`config.mk`:
```
export PLATFORM = sky130hd
export DESIGN_NAME = imr_rx_master
export DESIGN_NICKNAME = d
export VERILOG_FILES = /design/src/verilog/imr_pkg.sv /design/src/verilog/imr_line_if.sv /design/src/verilog/imr_sync.sv /design/src/verilog/imr_slave_match.sv /design/src/verilog/imr_rx_master.sv
export SDC_FILE = /design/constraint.sdc
export NUM_CORES = 1
export LEC_CHECK = 0
export CORE_MARGIN = 2
export CORE_UTILIZATION = 35
export DETAILED_ROUTE_END_ITERATION = 10
export DONT_BUFFER_PORTS = 1
export PLACE_DENSITY_LB_ADDON = 0.25
export RECOVER_POWER = 50
export SETUP_SLACK_MARGIN = 0.4
export SLEW_MARGIN = 5
export SYNTH_ARGS = -nofsm -noshare
export SYNTH_HDL_FRONTEND = slang
export SYNTH_SLANG_ARGS = --single-unit
```
`constraint.sdc`:
```
create_clock -name mclk -period 2.71 [get_ports mclk]
set_clock_uncertainty 0.1 [all_clocks]
set_input_delay 0.542 -clock mclk [delete_from_list [all_inputs] [get_ports mclk]]
set_output_delay 0.542 -clock mclk [all_outputs]
set_load 0.02 [all_outputs]
```
`src/verilog/imr_pkg.sv`:
```
package imr_pkg;
  // ------------------------------------------------------------------
  // Timing
  // ------------------------------------------------------------------
  localparam int          MCLK_NS       = 40;
  localparam int          SCL_LOW_NS    = 4700;
  localparam int          SCL_HIGH_NS   = 4000;
  localparam int          TIMER_W       = 8;
  localparam logic [7:0]  LOW_CYC       = 8'((SCL_LOW_NS + MCLK_NS - 1) / MCLK_NS);
  localparam logic [7:0]  HIGH_CYC      = 8'((SCL_HIGH_NS + MCLK_NS - 1) / MCLK_NS);
  localparam logic [11:0] SLV_TIMEOUT_CYC = 12'hfa0;
  // ------------------------------------------------------------------
  // Byte framing and field values
  // ------------------------------------------------------------------
  localparam logic [3:0]  LAST_DATA_BIT = 4'h7;
  localparam logic [3:0]  ACK_BIT       = 4'h8;
  localparam logic        DIR_READ      = 1'b1;
  localparam logic        ACK_LOW       = 1'b0;
  localparam logic        STR_AT_9      = 1'b0;
  localparam logic        STR_AT_8      = 1'b1;
  localparam logic [7:0]  BUF_RESET     = 8'h00;
  localparam int          PIN_W         = 4;
  // Synchronised pin vector layout
  localparam int          PIN_MDATA     = 0;
  localparam int          PIN_MCLK      = 1;
  localparam int          PIN_ADATA     = 2;
  localparam int          PIN_ACLK      = 3;

  typedef enum logic [2:0] {
    RX_IDLE, RX_LOW, RX_HIGH, RX_OVERRUN, RX_STRETCH
  } imr_rx_state_type;

  typedef enum logic [1:0] {
    SL_IDLE, SL_ADDR, SL_ACK
  } imr_slave_state_type;
endpackage

```
`src/verilog/imr_line_if.sv`:
```
`timescale 1ns/1ps
interface imr_line_if;
  logic scl;
  logic sda;
  logic slave_on;
  logic slave_sda_pull;
  logic slave_addr_match;

  modport master (output scl, output sda, output slave_on,
                  input slave_sda_pull, input slave_addr_match);
  modport slave  (input scl, input sda, input slave_on,
                  output slave_sda_pull, output slave_addr_match);
endinterface

```
`src/verilog/imr_sync.sv`:
```
`timescale 1ns/1ps
module imr_sync import imr_pkg::*; (
  input  wire logic             mclk,
  input  wire logic             rst,
  input  wire logic [PIN_W-1:0] d,
  output logic      [PIN_W-1:0] q
);
  logic [PIN_W-1:0] stage1;

  // Two flops per pin; the first stage feeds only the second
  for (genvar i = 0; i < PIN_W; i++) begin : g_sync
    always_ff @(posedge mclk or posedge rst) begin
      if (rst) begin
        stage1[i] <= 1'b1;
        q[i]      <= 1'b1;
      end else begin
        stage1[i] <= d[i];
        q[i]      <= stage1[i];
      end
    end
  end
endmodule // imr_sync

```
`src/verilog/imr_slave_match.sv`:
```
`timescale 1ns/1ps
module imr_slave_match import imr_pkg::*; (
  input  wire logic       mclk,
  input  wire logic       rst,
  imr_line_if.slave       line,
  input  wire logic [6:0] first_slave_address_reg,
  input  wire logic [6:0] second_slave_address_reg,
  input  wire logic       second_address_enable,
  input  wire logic       timeout_protocol_mode_bit
);
  imr_slave_state_type state, next_state;
  logic [7:0]  shift, next_shift;
  logic [3:0]  cnt, next_cnt;
  logic [11:0] low_cnt, next_low_cnt;
  logic        scl_d, sda_d, pull, next_pull, match, next_match;
  logic        scl_rise, scl_fall, start_seen, stop_seen, hit;

  assign scl_rise   = line.scl & ~scl_d;
  assign scl_fall   = ~line.scl & scl_d;
  assign start_seen = line.scl & scl_d & sda_d & ~line.sda;
  assign stop_seen  = line.scl & scl_d & ~sda_d & line.sda;
  assign hit = (shift[7:1] == first_slave_address_reg) |
               (second_address_enable & (shift[7:1] == second_slave_address_reg));
  assign line.slave_sda_pull   = pull;
  assign line.slave_addr_match = match;

  always_comb begin
    next_state   = state;
    next_shift   = shift;
    next_cnt     = cnt;
    next_pull    = pull;
    next_match   = 1'b0;
    next_low_cnt = line.scl ? 12'h000 : low_cnt + 12'h001;
    case (state)
      SL_IDLE: begin
        next_pull = 1'b0;
      end
      SL_ADDR: begin
        if (scl_rise) begin
          next_shift = {shift[6:0], line.sda};
          next_cnt   = cnt + 4'h1;
        end
        if (scl_fall && cnt == ACK_BIT) begin
          next_state = hit ? SL_ACK : SL_IDLE;
          next_pull  = hit;
          next_match = hit;
        end
      end
      SL_ACK: begin
        if (scl_fall) begin
          next_pull  = 1'b0;
          next_state = SL_IDLE;
        end
      end
      default: next_state = SL_IDLE;
    endcase
    if (start_seen) begin
      next_state = SL_ADDR;
      next_cnt   = 4'h0;
      next_pull  = 1'b0;
    end
    // Bus timeout only applies while acting as a slave
    if (stop_seen || (timeout_protocol_mode_bit && low_cnt == SLV_TIMEOUT_CYC)) begin
      next_state = SL_IDLE;
      next_pull  = 1'b0;
    end
    if (!line.slave_on) begin
      next_state   = SL_IDLE;
      next_pull    = 1'b0;
      next_low_cnt = 12'h000;
    end
  end

  always_ff @(posedge mclk or posedge rst) begin
    if (rst) begin
      state   <= SL_IDLE;
      shift   <= 8'h00;
      cnt     <= 4'h0;
      low_cnt <= 12'h000;
      pull    <= 1'b0;
      match   <= 1'b0;
      scl_d   <= 1'b1;
      sda_d   <= 1'b1;
    end else begin
      state   <= next_state;
      shift   <= next_shift;
      cnt     <= next_cnt;
      low_cnt <= next_low_cnt;
      pull    <= next_pull;
      match   <= next_match;
      scl_d   <= line.scl;
      sda_d   <= line.sda;
    end
  end
endmodule // imr_slave_match

```
`src/verilog/imr_rx_master.sv`:
```
// Contract
// - Read-direction address puts controller into receive, self-clocking SCL, sampling SDA.
// - Shift register backs data_buffer so next byte arrives during software handling.
// - Ninth clock carries ack_select_bit on SDA as the acknowledge.
// - Completed byte with empty buffer moves into data_buffer, sets rx_ready_flag.
// - Completed byte with full buffer stays in shift register, sets rx_overrun_flag.
// - Software read of data_buffer returns byte and empties buffer.
// - Pending overrun halts SCL and withholds the acknowledge clock.
// - Only a data_buffer read, or leaving master mode, clears overrun and rx_overrun_flag.
// - After overrun clears, held byte moves in, ready set, SCL resumes after low time.
// - Clocking stops on overrun, stop request before new byte, or stretch.
// - Stretch enabled holds SCL low after 9th clock, or 8th when point is 1.
// - Stretch sets stretch_flag; SCL stays low until software clears it.
// - Stretch after 8th clock keeps ack_select_bit value on SDA until released.
// - Clearing controller_enable_bit resets controller and releases both lines.
// - alt_pin_location_bit routes data and clock to the alternate pins.
// - master_select_bit 0 makes block a slave; timeout mode only there.
// - Slave recognises two addresses; second enabled by second_address_enable.
// - With controller disabled, pins are push-pull general outputs P1.0 and P1.1.
// - ack_select_bit 1 leaves SDA high, 0 pulls SDA low.
// - stretch_point_select ignored and no stretching while stretch_enable_bit is 0.
`timescale 1ns/1ps
module imr_rx_master import imr_pkg::*; (
  input  wire logic       mclk,
  input  wire logic       rst,
  input  wire logic       controller_enable_bit,
  input  wire logic       master_select_bit,
  input  wire logic       alt_pin_location_bit,
  input  wire logic       address_sent,
  input  wire logic       transfer_direction_bit,
  input  wire logic       ack_select_bit,
  input  wire logic       stop_request_bit,
  input  wire logic       stretch_enable_bit,
  input  wire logic       stretch_point_select,
  input  wire logic       stretch_flag_clear,
  input  wire logic       data_buffer_read,
  output logic      [7:0] data_buffer,
  output logic            rx_ready_flag,
  output logic            rx_overrun_flag,
  output logic            stretch_flag,
  output logic            rx_active,
  input  wire logic       timeout_protocol_mode_bit,
  input  wire logic       second_address_enable,
  input  wire logic [6:0] first_slave_address_reg,
  input  wire logic [6:0] second_slave_address_reg,
  output logic            slave_addr_match,
  input  wire logic [1:0] gpio_port_bits,
  input  wire logic       master_data_pin_in,
  output logic            master_data_pin_out,
  output logic            master_data_pin_oe_n,
  input  wire logic       master_clock_pin_in,
  output logic            master_clock_pin_out,
  output logic            master_clock_pin_oe_n,
  input  wire logic       alt_data_pin_in,
  output logic            alt_data_pin_out,
  output logic            alt_data_pin_oe_n,
  input  wire logic       alt_clock_pin_in,
  output logic            alt_clock_pin_out,
  output logic            alt_clock_pin_oe_n
);
  // ------------------------------------------------------------------
  // Pin sampling and routing
  // ------------------------------------------------------------------
  logic [PIN_W-1:0] pin_sync;
  imr_line_if       line ();

  imr_sync u_sync (
    .mclk (mclk),
    .rst  (rst),
    .d    ({alt_clock_pin_in, alt_data_pin_in, master_clock_pin_in, master_data_pin_in}),
    .q    (pin_sync)
  );

  assign line.scl      = alt_pin_location_bit ? pin_sync[PIN_ACLK]  : pin_sync[PIN_MCLK];
  assign line.sda      = alt_pin_location_bit ? pin_sync[PIN_ADATA] : pin_sync[PIN_MDATA];
  assign line.slave_on = controller_enable_bit & ~master_select_bit;
  assign slave_addr_match = line.slave_addr_match;

  imr_slave_match u_slave (
    .mclk                      (mclk),
    .rst                       (rst),
    .line                      (line.slave),
    .first_slave_address_reg   (first_slave_address_reg),
    .second_slave_address_reg  (second_slave_address_reg),
    .second_address_enable     (second_address_enable),
    .timeout_protocol_mode_bit (timeout_protocol_mode_bit)
  );

  // ------------------------------------------------------------------
  // Receive state
  // ------------------------------------------------------------------
  imr_rx_state_type   state, next_state;
  logic [3:0]         bit_cnt, next_bit_cnt;
  logic [TIMER_W-1:0] timer, next_timer;
  logic [7:0]         shift, next_shift;
  logic [7:0]         next_data_buffer;
  logic               buf_full, next_buf_full;
  logic               next_rx_ready_flag, next_rx_overrun_flag, next_stretch_flag;
  logic               stretch_at8, next_stretch_at8;
  logic               scl_pull, next_scl_pull;
  logic               sda_pull, next_sda_pull;
  logic               master_on, buf_taken, byte_moved, ack_drive;
  logic [7:0]         new_byte;

  assign master_on = controller_enable_bit & master_select_bit;
  assign buf_taken = buf_full & ~data_buffer_read;
  assign new_byte  = {shift[6:0], line.sda};
  assign ack_drive = (ack_select_bit == ACK_LOW);
  assign rx_active = (state != RX_IDLE);

  always_comb begin
    next_state           = state;
    next_bit_cnt         = bit_cnt;
    next_timer           = timer;
    next_shift           = shift;
    next_data_buffer     = data_buffer;
    next_buf_full        = buf_full;
    next_rx_ready_flag   = rx_ready_flag;
    next_rx_overrun_flag = rx_overrun_flag;
    next_stretch_flag    = stretch_flag;
    next_stretch_at8     = stretch_at8;
    next_scl_pull        = scl_pull;
    next_sda_pull        = sda_pull;
    byte_moved           = 1'b0;
    // Clears first so that a same-cycle set below wins
    if (data_buffer_read) begin
      next_buf_full      = 1'b0;
      next_rx_ready_flag = 1'b0;
    end
    if (stretch_flag_clear) begin
      next_stretch_flag = 1'b0;
    end
    case (state)
      RX_IDLE: begin
        next_scl_pull = 1'b0;
        next_sda_pull = 1'b0;
        if (master_on && address_sent && transfer_direction_bit == DIR_READ) begin
          next_state   = RX_LOW;
          next_bit_cnt = 4'h0;
          next_timer   = LOW_CYC;
          next_scl_pull = 1'b1;
        end
      end
      RX_LOW: begin
        next_scl_pull = 1'b1;
        next_sda_pull = (bit_cnt == ACK_BIT) & ack_drive;
        next_timer    = timer - 8'h01;
        if (timer == 8'h01) begin
          next_state    = RX_HIGH;
          next_scl_pull = 1'b0;
          next_timer    = HIGH_CYC;
        end
      end
      RX_HIGH: begin
        // Slave may hold SCL low; high time counts only once it is seen high
        if (line.scl) begin
          next_timer = timer - 8'h01;
          if (timer == 8'h01) begin
            next_scl_pull = 1'b1;
            next_sda_pull = 1'b0;
            next_timer    = LOW_CYC;
            if (bit_cnt == ACK_BIT) begin
              if (stretch_enable_bit && stretch_point_select == STR_AT_9) begin
                next_state        = RX_STRETCH;
                next_stretch_flag = 1'b1;
                next_stretch_at8  = 1'b0;
              end else if (stop_request_bit) begin
                next_state    = RX_IDLE;
                next_scl_pull = 1'b0;
              end else begin
                next_state   = RX_LOW;
                next_bit_cnt = 4'h0;
              end
            end else begin
              next_shift   = new_byte;
              next_bit_cnt = bit_cnt + 4'h1;
              next_state   = RX_LOW;
              if (bit_cnt == LAST_DATA_BIT) begin
                if (buf_taken) begin
                  next_state           = RX_OVERRUN;
                  next_rx_overrun_flag = 1'b1;
                end else begin
                  next_data_buffer   = new_byte;
                  next_buf_full      = 1'b1;
                  next_rx_ready_flag = 1'b1;
                  byte_moved         = 1'b1;
                end
              end
            end
          end
        end
      end
      RX_OVERRUN: begin
        // SCL held and the acknowledge clock withheld
        next_scl_pull = 1'b1;
        next_sda_pull = 1'b0;
        if (data_buffer_read) begin
          next_rx_overrun_flag = 1'b0;
          next_data_buffer     = shift;
          next_buf_full        = 1'b1;
          next_rx_ready_flag   = 1'b1;
          next_timer           = LOW_CYC;
          next_state           = RX_LOW;
          byte_moved           = 1'b1;
        end
      end
      RX_STRETCH: begin
        next_scl_pull = 1'b1;
        next_sda_pull = stretch_at8 & ack_drive;
        if (!stretch_flag) begin
          next_timer = LOW_CYC;
          if (stretch_at8) begin
            next_state = RX_LOW;
          end else if (stop_request_bit) begin
            next_state    = RX_IDLE;
            next_scl_pull = 1'b0;
            next_sda_pull = 1'b0;
          end else begin
            next_state   = RX_LOW;
            next_bit_cnt = 4'h0;
          end
        end
      end
      default: next_state = RX_IDLE;
    endcase
    // A stored byte may hold the line low after the 8th clock
    if (byte_moved && stretch_enable_bit && stretch_point_select == STR_AT_8) begin
      next_state        = RX_STRETCH;
      next_stretch_flag = 1'b1;
      next_stretch_at8  = 1'b1;
      next_sda_pull     = ack_drive;
    end
    // Disabling drops everything and lets go of both lines
    if (!master_on) begin
      next_state           = RX_IDLE;
      next_scl_pull        = 1'b0;
      next_sda_pull        = 1'b0;
      next_bit_cnt         = 4'h0;
      next_stretch_flag    = 1'b0;
      next_rx_overrun_flag = 1'b0;
      next_stretch_at8     = 1'b0;
      if (!controller_enable_bit) begin
        next_buf_full      = 1'b0;
        next_rx_ready_flag = 1'b0;
        next_data_buffer   = BUF_RESET;
      end
    end
  end

  always_ff @(posedge mclk or posedge rst) begin
    if (rst) begin
      state           <= RX_IDLE;
      bit_cnt         <= 4'h0;
      timer           <= 8'h00;
      shift           <= 8'h00;
      data_buffer     <= BUF_RESET;
      buf_full        <= 1'b0;
      rx_ready_flag   <= 1'b0;
      rx_overrun_flag <= 1'b0;
      stretch_flag    <= 1'b0;
      stretch_at8     <= 1'b0;
      scl_pull        <= 1'b0;
      sda_pull        <= 1'b0;
    end else begin
      state           <= next_state;
      bit_cnt         <= next_bit_cnt;
      timer           <= next_timer;
      shift           <= next_shift;
      data_buffer     <= next_data_buffer;
      buf_full        <= next_buf_full;
      rx_ready_flag   <= next_rx_ready_flag;
      rx_overrun_flag <= next_rx_overrun_flag;
      stretch_flag    <= next_stretch_flag;
      stretch_at8     <= next_stretch_at8;
      scl_pull        <= next_scl_pull;
      sda_pull        <= next_sda_pull;
    end
  end

  // ------------------------------------------------------------------
  // Pin drivers
  // ------------------------------------------------------------------
  // Open drain on the bus; push-pull only as general outputs
  logic line_sda_pull;
  assign line_sda_pull = sda_pull | line.slave_sda_pull;

  always_comb begin
    master_data_pin_out   = 1'b0;
    master_clock_pin_out  = 1'b0;
    master_data_pin_oe_n  = 1'b1;
    master_clock_pin_oe_n = 1'b1;
    alt_data_pin_out      = 1'b0;
    alt_clock_pin_out     = 1'b0;
    alt_data_pin_oe_n     = 1'b1;
    alt_clock_pin_oe_n    = 1'b1;
    if (!controller_enable_bit) begin
      master_data_pin_out   = gpio_port_bits[0];
      master_clock_pin_out  = gpio_port_bits[1];
      master_data_pin_oe_n  = 1'b0;
      master_clock_pin_oe_n = 1'b0;
    end else if (alt_pin_location_bit) begin
      alt_data_pin_oe_n  = ~line_sda_pull;
      alt_clock_pin_oe_n = ~scl_pull;
    end else begin
      master_data_pin_oe_n  = ~line_sda_pull;
      master_clock_pin_oe_n = ~scl_pull;
    end
  end
endmodule // imr_rx_master

```
==> impl_metrics.tcl <==
set metrics [dict create \
    hold_viol_final 0 \
    synth_top_family_by_area "simple AND/OR/NAND/NOR gates" \
    portBuffers 0 \
    finalCriticalPeriod_ns 2.236 \
    drt_iter0_drc 215 \
    clock.fmax_mhz 447.2 \
    avgSynthCellArea_um2 10.18 \
    min_to "u_sync.stage1[3]" \
    post-route-period-util_pct 82.52 \
    tightest_slew_ns 1.277 \
    grt_start_max_net_pins 50 \
    synth_edf_count 0 \
    final_cell_mix "dfrtp_1 (62), nand2_1 (27), nor2_1 (27)" \
    grt_pass1_vias 3201 \
    end_kind "register" \
    synth-seq-cells 76 \
    yosys.area_share.simple_pct 21.05 \
    area_growth_pct 13.38 \
    drive_gt1_share_pct 20.56 \
    leakage_uw 0.002023 \
    cts-root-buf "clkbuf_16" \
    netlist_area_mm2 0.004244 \
    diodes 0 \
    synth_async_sr_flop_share_pct 100.0 \
    cts_max_level 3 \
    synth_top_cell_by_area "dfrtp_1" \
    cp.required_ns 2.86 \
    nets 466 \
    placementRows 40 \
    num-fill-cells 1155 \
    setup_viol 0 \
    dp_hpwl_mm 6.904 \
    reg2reg_from "timer[5]" \
    clock_path_buffers 2 \
    ff2ff_setup_slack_ns 0.47 \
    hold_start "alt_clock_pin_in" \
    placed_area_mm2 0.004379 \
    drc 0 \
    antenna_found_initial 0 \
    grt_overflow 0 \
    num_vias 3185 \
    final.setup.tns_ns 0 \
    ff2ff_path_depth 5 \
    cts_buffers 9 \
    track_usage_pct 15.82 \
    viasPerCell 5.539 \
    layout_commonest_cell "dfrtp_1" \
    start_kind "register" \
    powerDensity_mw_per_mm2 528.5 \
    stdcell_count 575 \
    grt_pass1_wl_mm 16.02 \
    clk_pin_slew_ns 0.06 \
    die_h_um 114.1 \
    r2r_end "state[2]" \
    initial_core_util_pct 35.63 \
    synth_xor_area_share_pct 5.985 \
    yosysTopAreaCellShare_pct 38.92 \
    path_class "register to register" \
    hold_depth 0 \
    yosys.area_share.adder_pct 2.358 \
    whs_ns 0.1000 \
    path_max_fanout 6 \
    relSlewSlack_pct 14.41 \
    synth_ff_type "dfrtp_1" \
    fp.dieW_um 114.1 \
    yosysWarnings 0 \
    dp.cells 552 \
    max-cap-violations 0 \
    ir_worst_vdd_uv 259.7 \
    cts.sinks 76 \
    hold_class "input port to register" \
    muxShareOfSynthArea_pct 5.189 \
    ys_seq_area_share_pct 45.11 \
    gp_congestion 0.8884 \
    synth_compound_area_share_pct 15.77 \
    rsz0062_at_grt "true" \
    cts_tree "done" \
    final_max_slew_viol_count 0 \
    dr.pass1.iters 4 \
    synth_area_leaders "dfrtp_1 (39%), dfstp_2 (6.2%), xor2_1 (4.1%)" \
    wl_per_cell_um 16.95 \
    core_area_mm2 0.01191 \
    pin_count 56 \
    status "finished, final reports clean" \
    dieArea_mm2 0.01302 \
    arrival_ns 2.38 \
    insertion_delay_ns 0.34 \
    synthCells 417 \
    routed_wl_mm 9.745 \
    ant_nets 0 \
    synth_cell_type_count 75 \
    fin_area_mm2 0.004812 \
]
[sequential cells by signal, indices dropped and copies added (netlist names)]
signal	cells
bit_cnt	4
buf_full	1
data_buffer	8
rx_overrun_flag	1
rx_ready_flag	1
scl_pull	1
sda_pull	1
shift	8
state	3
stretch_at8	1
stretch_flag	1
timer	8
u_slave.cnt	4
u_slave.line.slave_addr_match	1
u_slave.line.slave_sda_pull	1
u_slave.low_cnt	12
u_slave.scl_d	1
u_slave.sda_d	1
u_slave.shift	8
u_slave.state	2
u_sync.q	4
u_sync.stage1	4
[stage by stage]
stage | util [%] | total power (µW) | setup WS [ns]
5_1_grt | 40.40 | 2660 | 0.3566
4_1_cts | 39.71 | 2582 | 0.4216
6_report | 40.40 | 2543 | 0.4737
2_1_floorplan | - | 1310 | 0.4965
3_3_place_gp | 36.76 | 1338 | 0.3711
3_5_place_dp | 36.76 | 1341 | 0.3172
[area by class of cell]
cell class | count | area (µm²) | share of cell area, %
flip-flops and latches | 76 | 1919 | 39.89
repair buffers | 15 | 125.1 | 2.600
well taps | 147 | 183.9 | 3.822
multi-input cells | 305 | 2218 | 46.10
clock buffers | 12 | 256.5 | 5.330
inverters | 16 | 61.31 | 1.274
clock inverters | 4 | 47.55 | 0.9880
[kinds of logic after synthesis]
kind of cell / count (synthesis)
flops: 76
mux: 20
buf+inv: 37
simple gates: 156
compound gates: 90
other cells: 1
fa+ha+maj: 8
xor+xnor: 29
[Yosys cell counts (all sizes together), types with 3 or more instances]
cell type	n
a211oi	4
a21boi	11
a21oi	12
a22oi	11
a31oi	9
and3	10
buf	10
clkbuf	11
dfrtp	66
dfstp	10
ha	8
inv	16
mux2	16
mux2i	4
nand2	29
nand2b	7
nand3	18
nand3b	4
nand4	11
nor2	28
nor2b	11
nor3	8
nor4	4
o211ai	3
o21a	4
o21ai	11
o22ai	3
o31ai	3
or2b	4
or3b	3
or4	4
xnor2	9
xor2	20
[report_power, final]
part / switching [µW] / leakage (µW) / internal, µW
Combinational: 93.0 / 0.000880 / 52.5
Clock: 457 / 0.000149 / 760
Sequential: 17.8 / 0.000994 / 1160
Total: 568 / 0.00202 / 1980
[critical path, stage by stage (launching register included)]
cell      delay [ns]
dfrtp_1         0.40
or4_4           0.62
nor3_4          0.17
o211ai_2        0.14
or4_1           0.51
a31oi_1         0.20
[how the worst max path moves through the flow]
stage,from,endpoint,slack [ns],cells after the start
3_5_place_dp,timer[2],shift[6],0.32,4
6_report,timer[5],state[2],0.47,5
4_1_cts,state[1],state[2],0.42,6
5_1_grt,state[1],rx_active,0.36,2
3_3_place_gp,timer[2],state[2],0.37,5
2_1_floorplan,timer[2],state[2],0.50,6
[repair_timing]
item | in CTS | in global routing
hold buffers | 0 | 0
setup endpoints to repair | 21 | 15
setup buffers | 1 | 6
pin swaps | 2 | 5
gates resized for setup | 9 | 9
[metal layers]
metal	global-route usage (%)	vias to the layer above	share of wire, %
li1	-	1521	-
met1	19.72	1581	44
met2	26.19	72	51
met3	4.923	11	4.5
met4	5.203	0	1.0
met5	0	-	0
(Power assumes the default switching activity.)
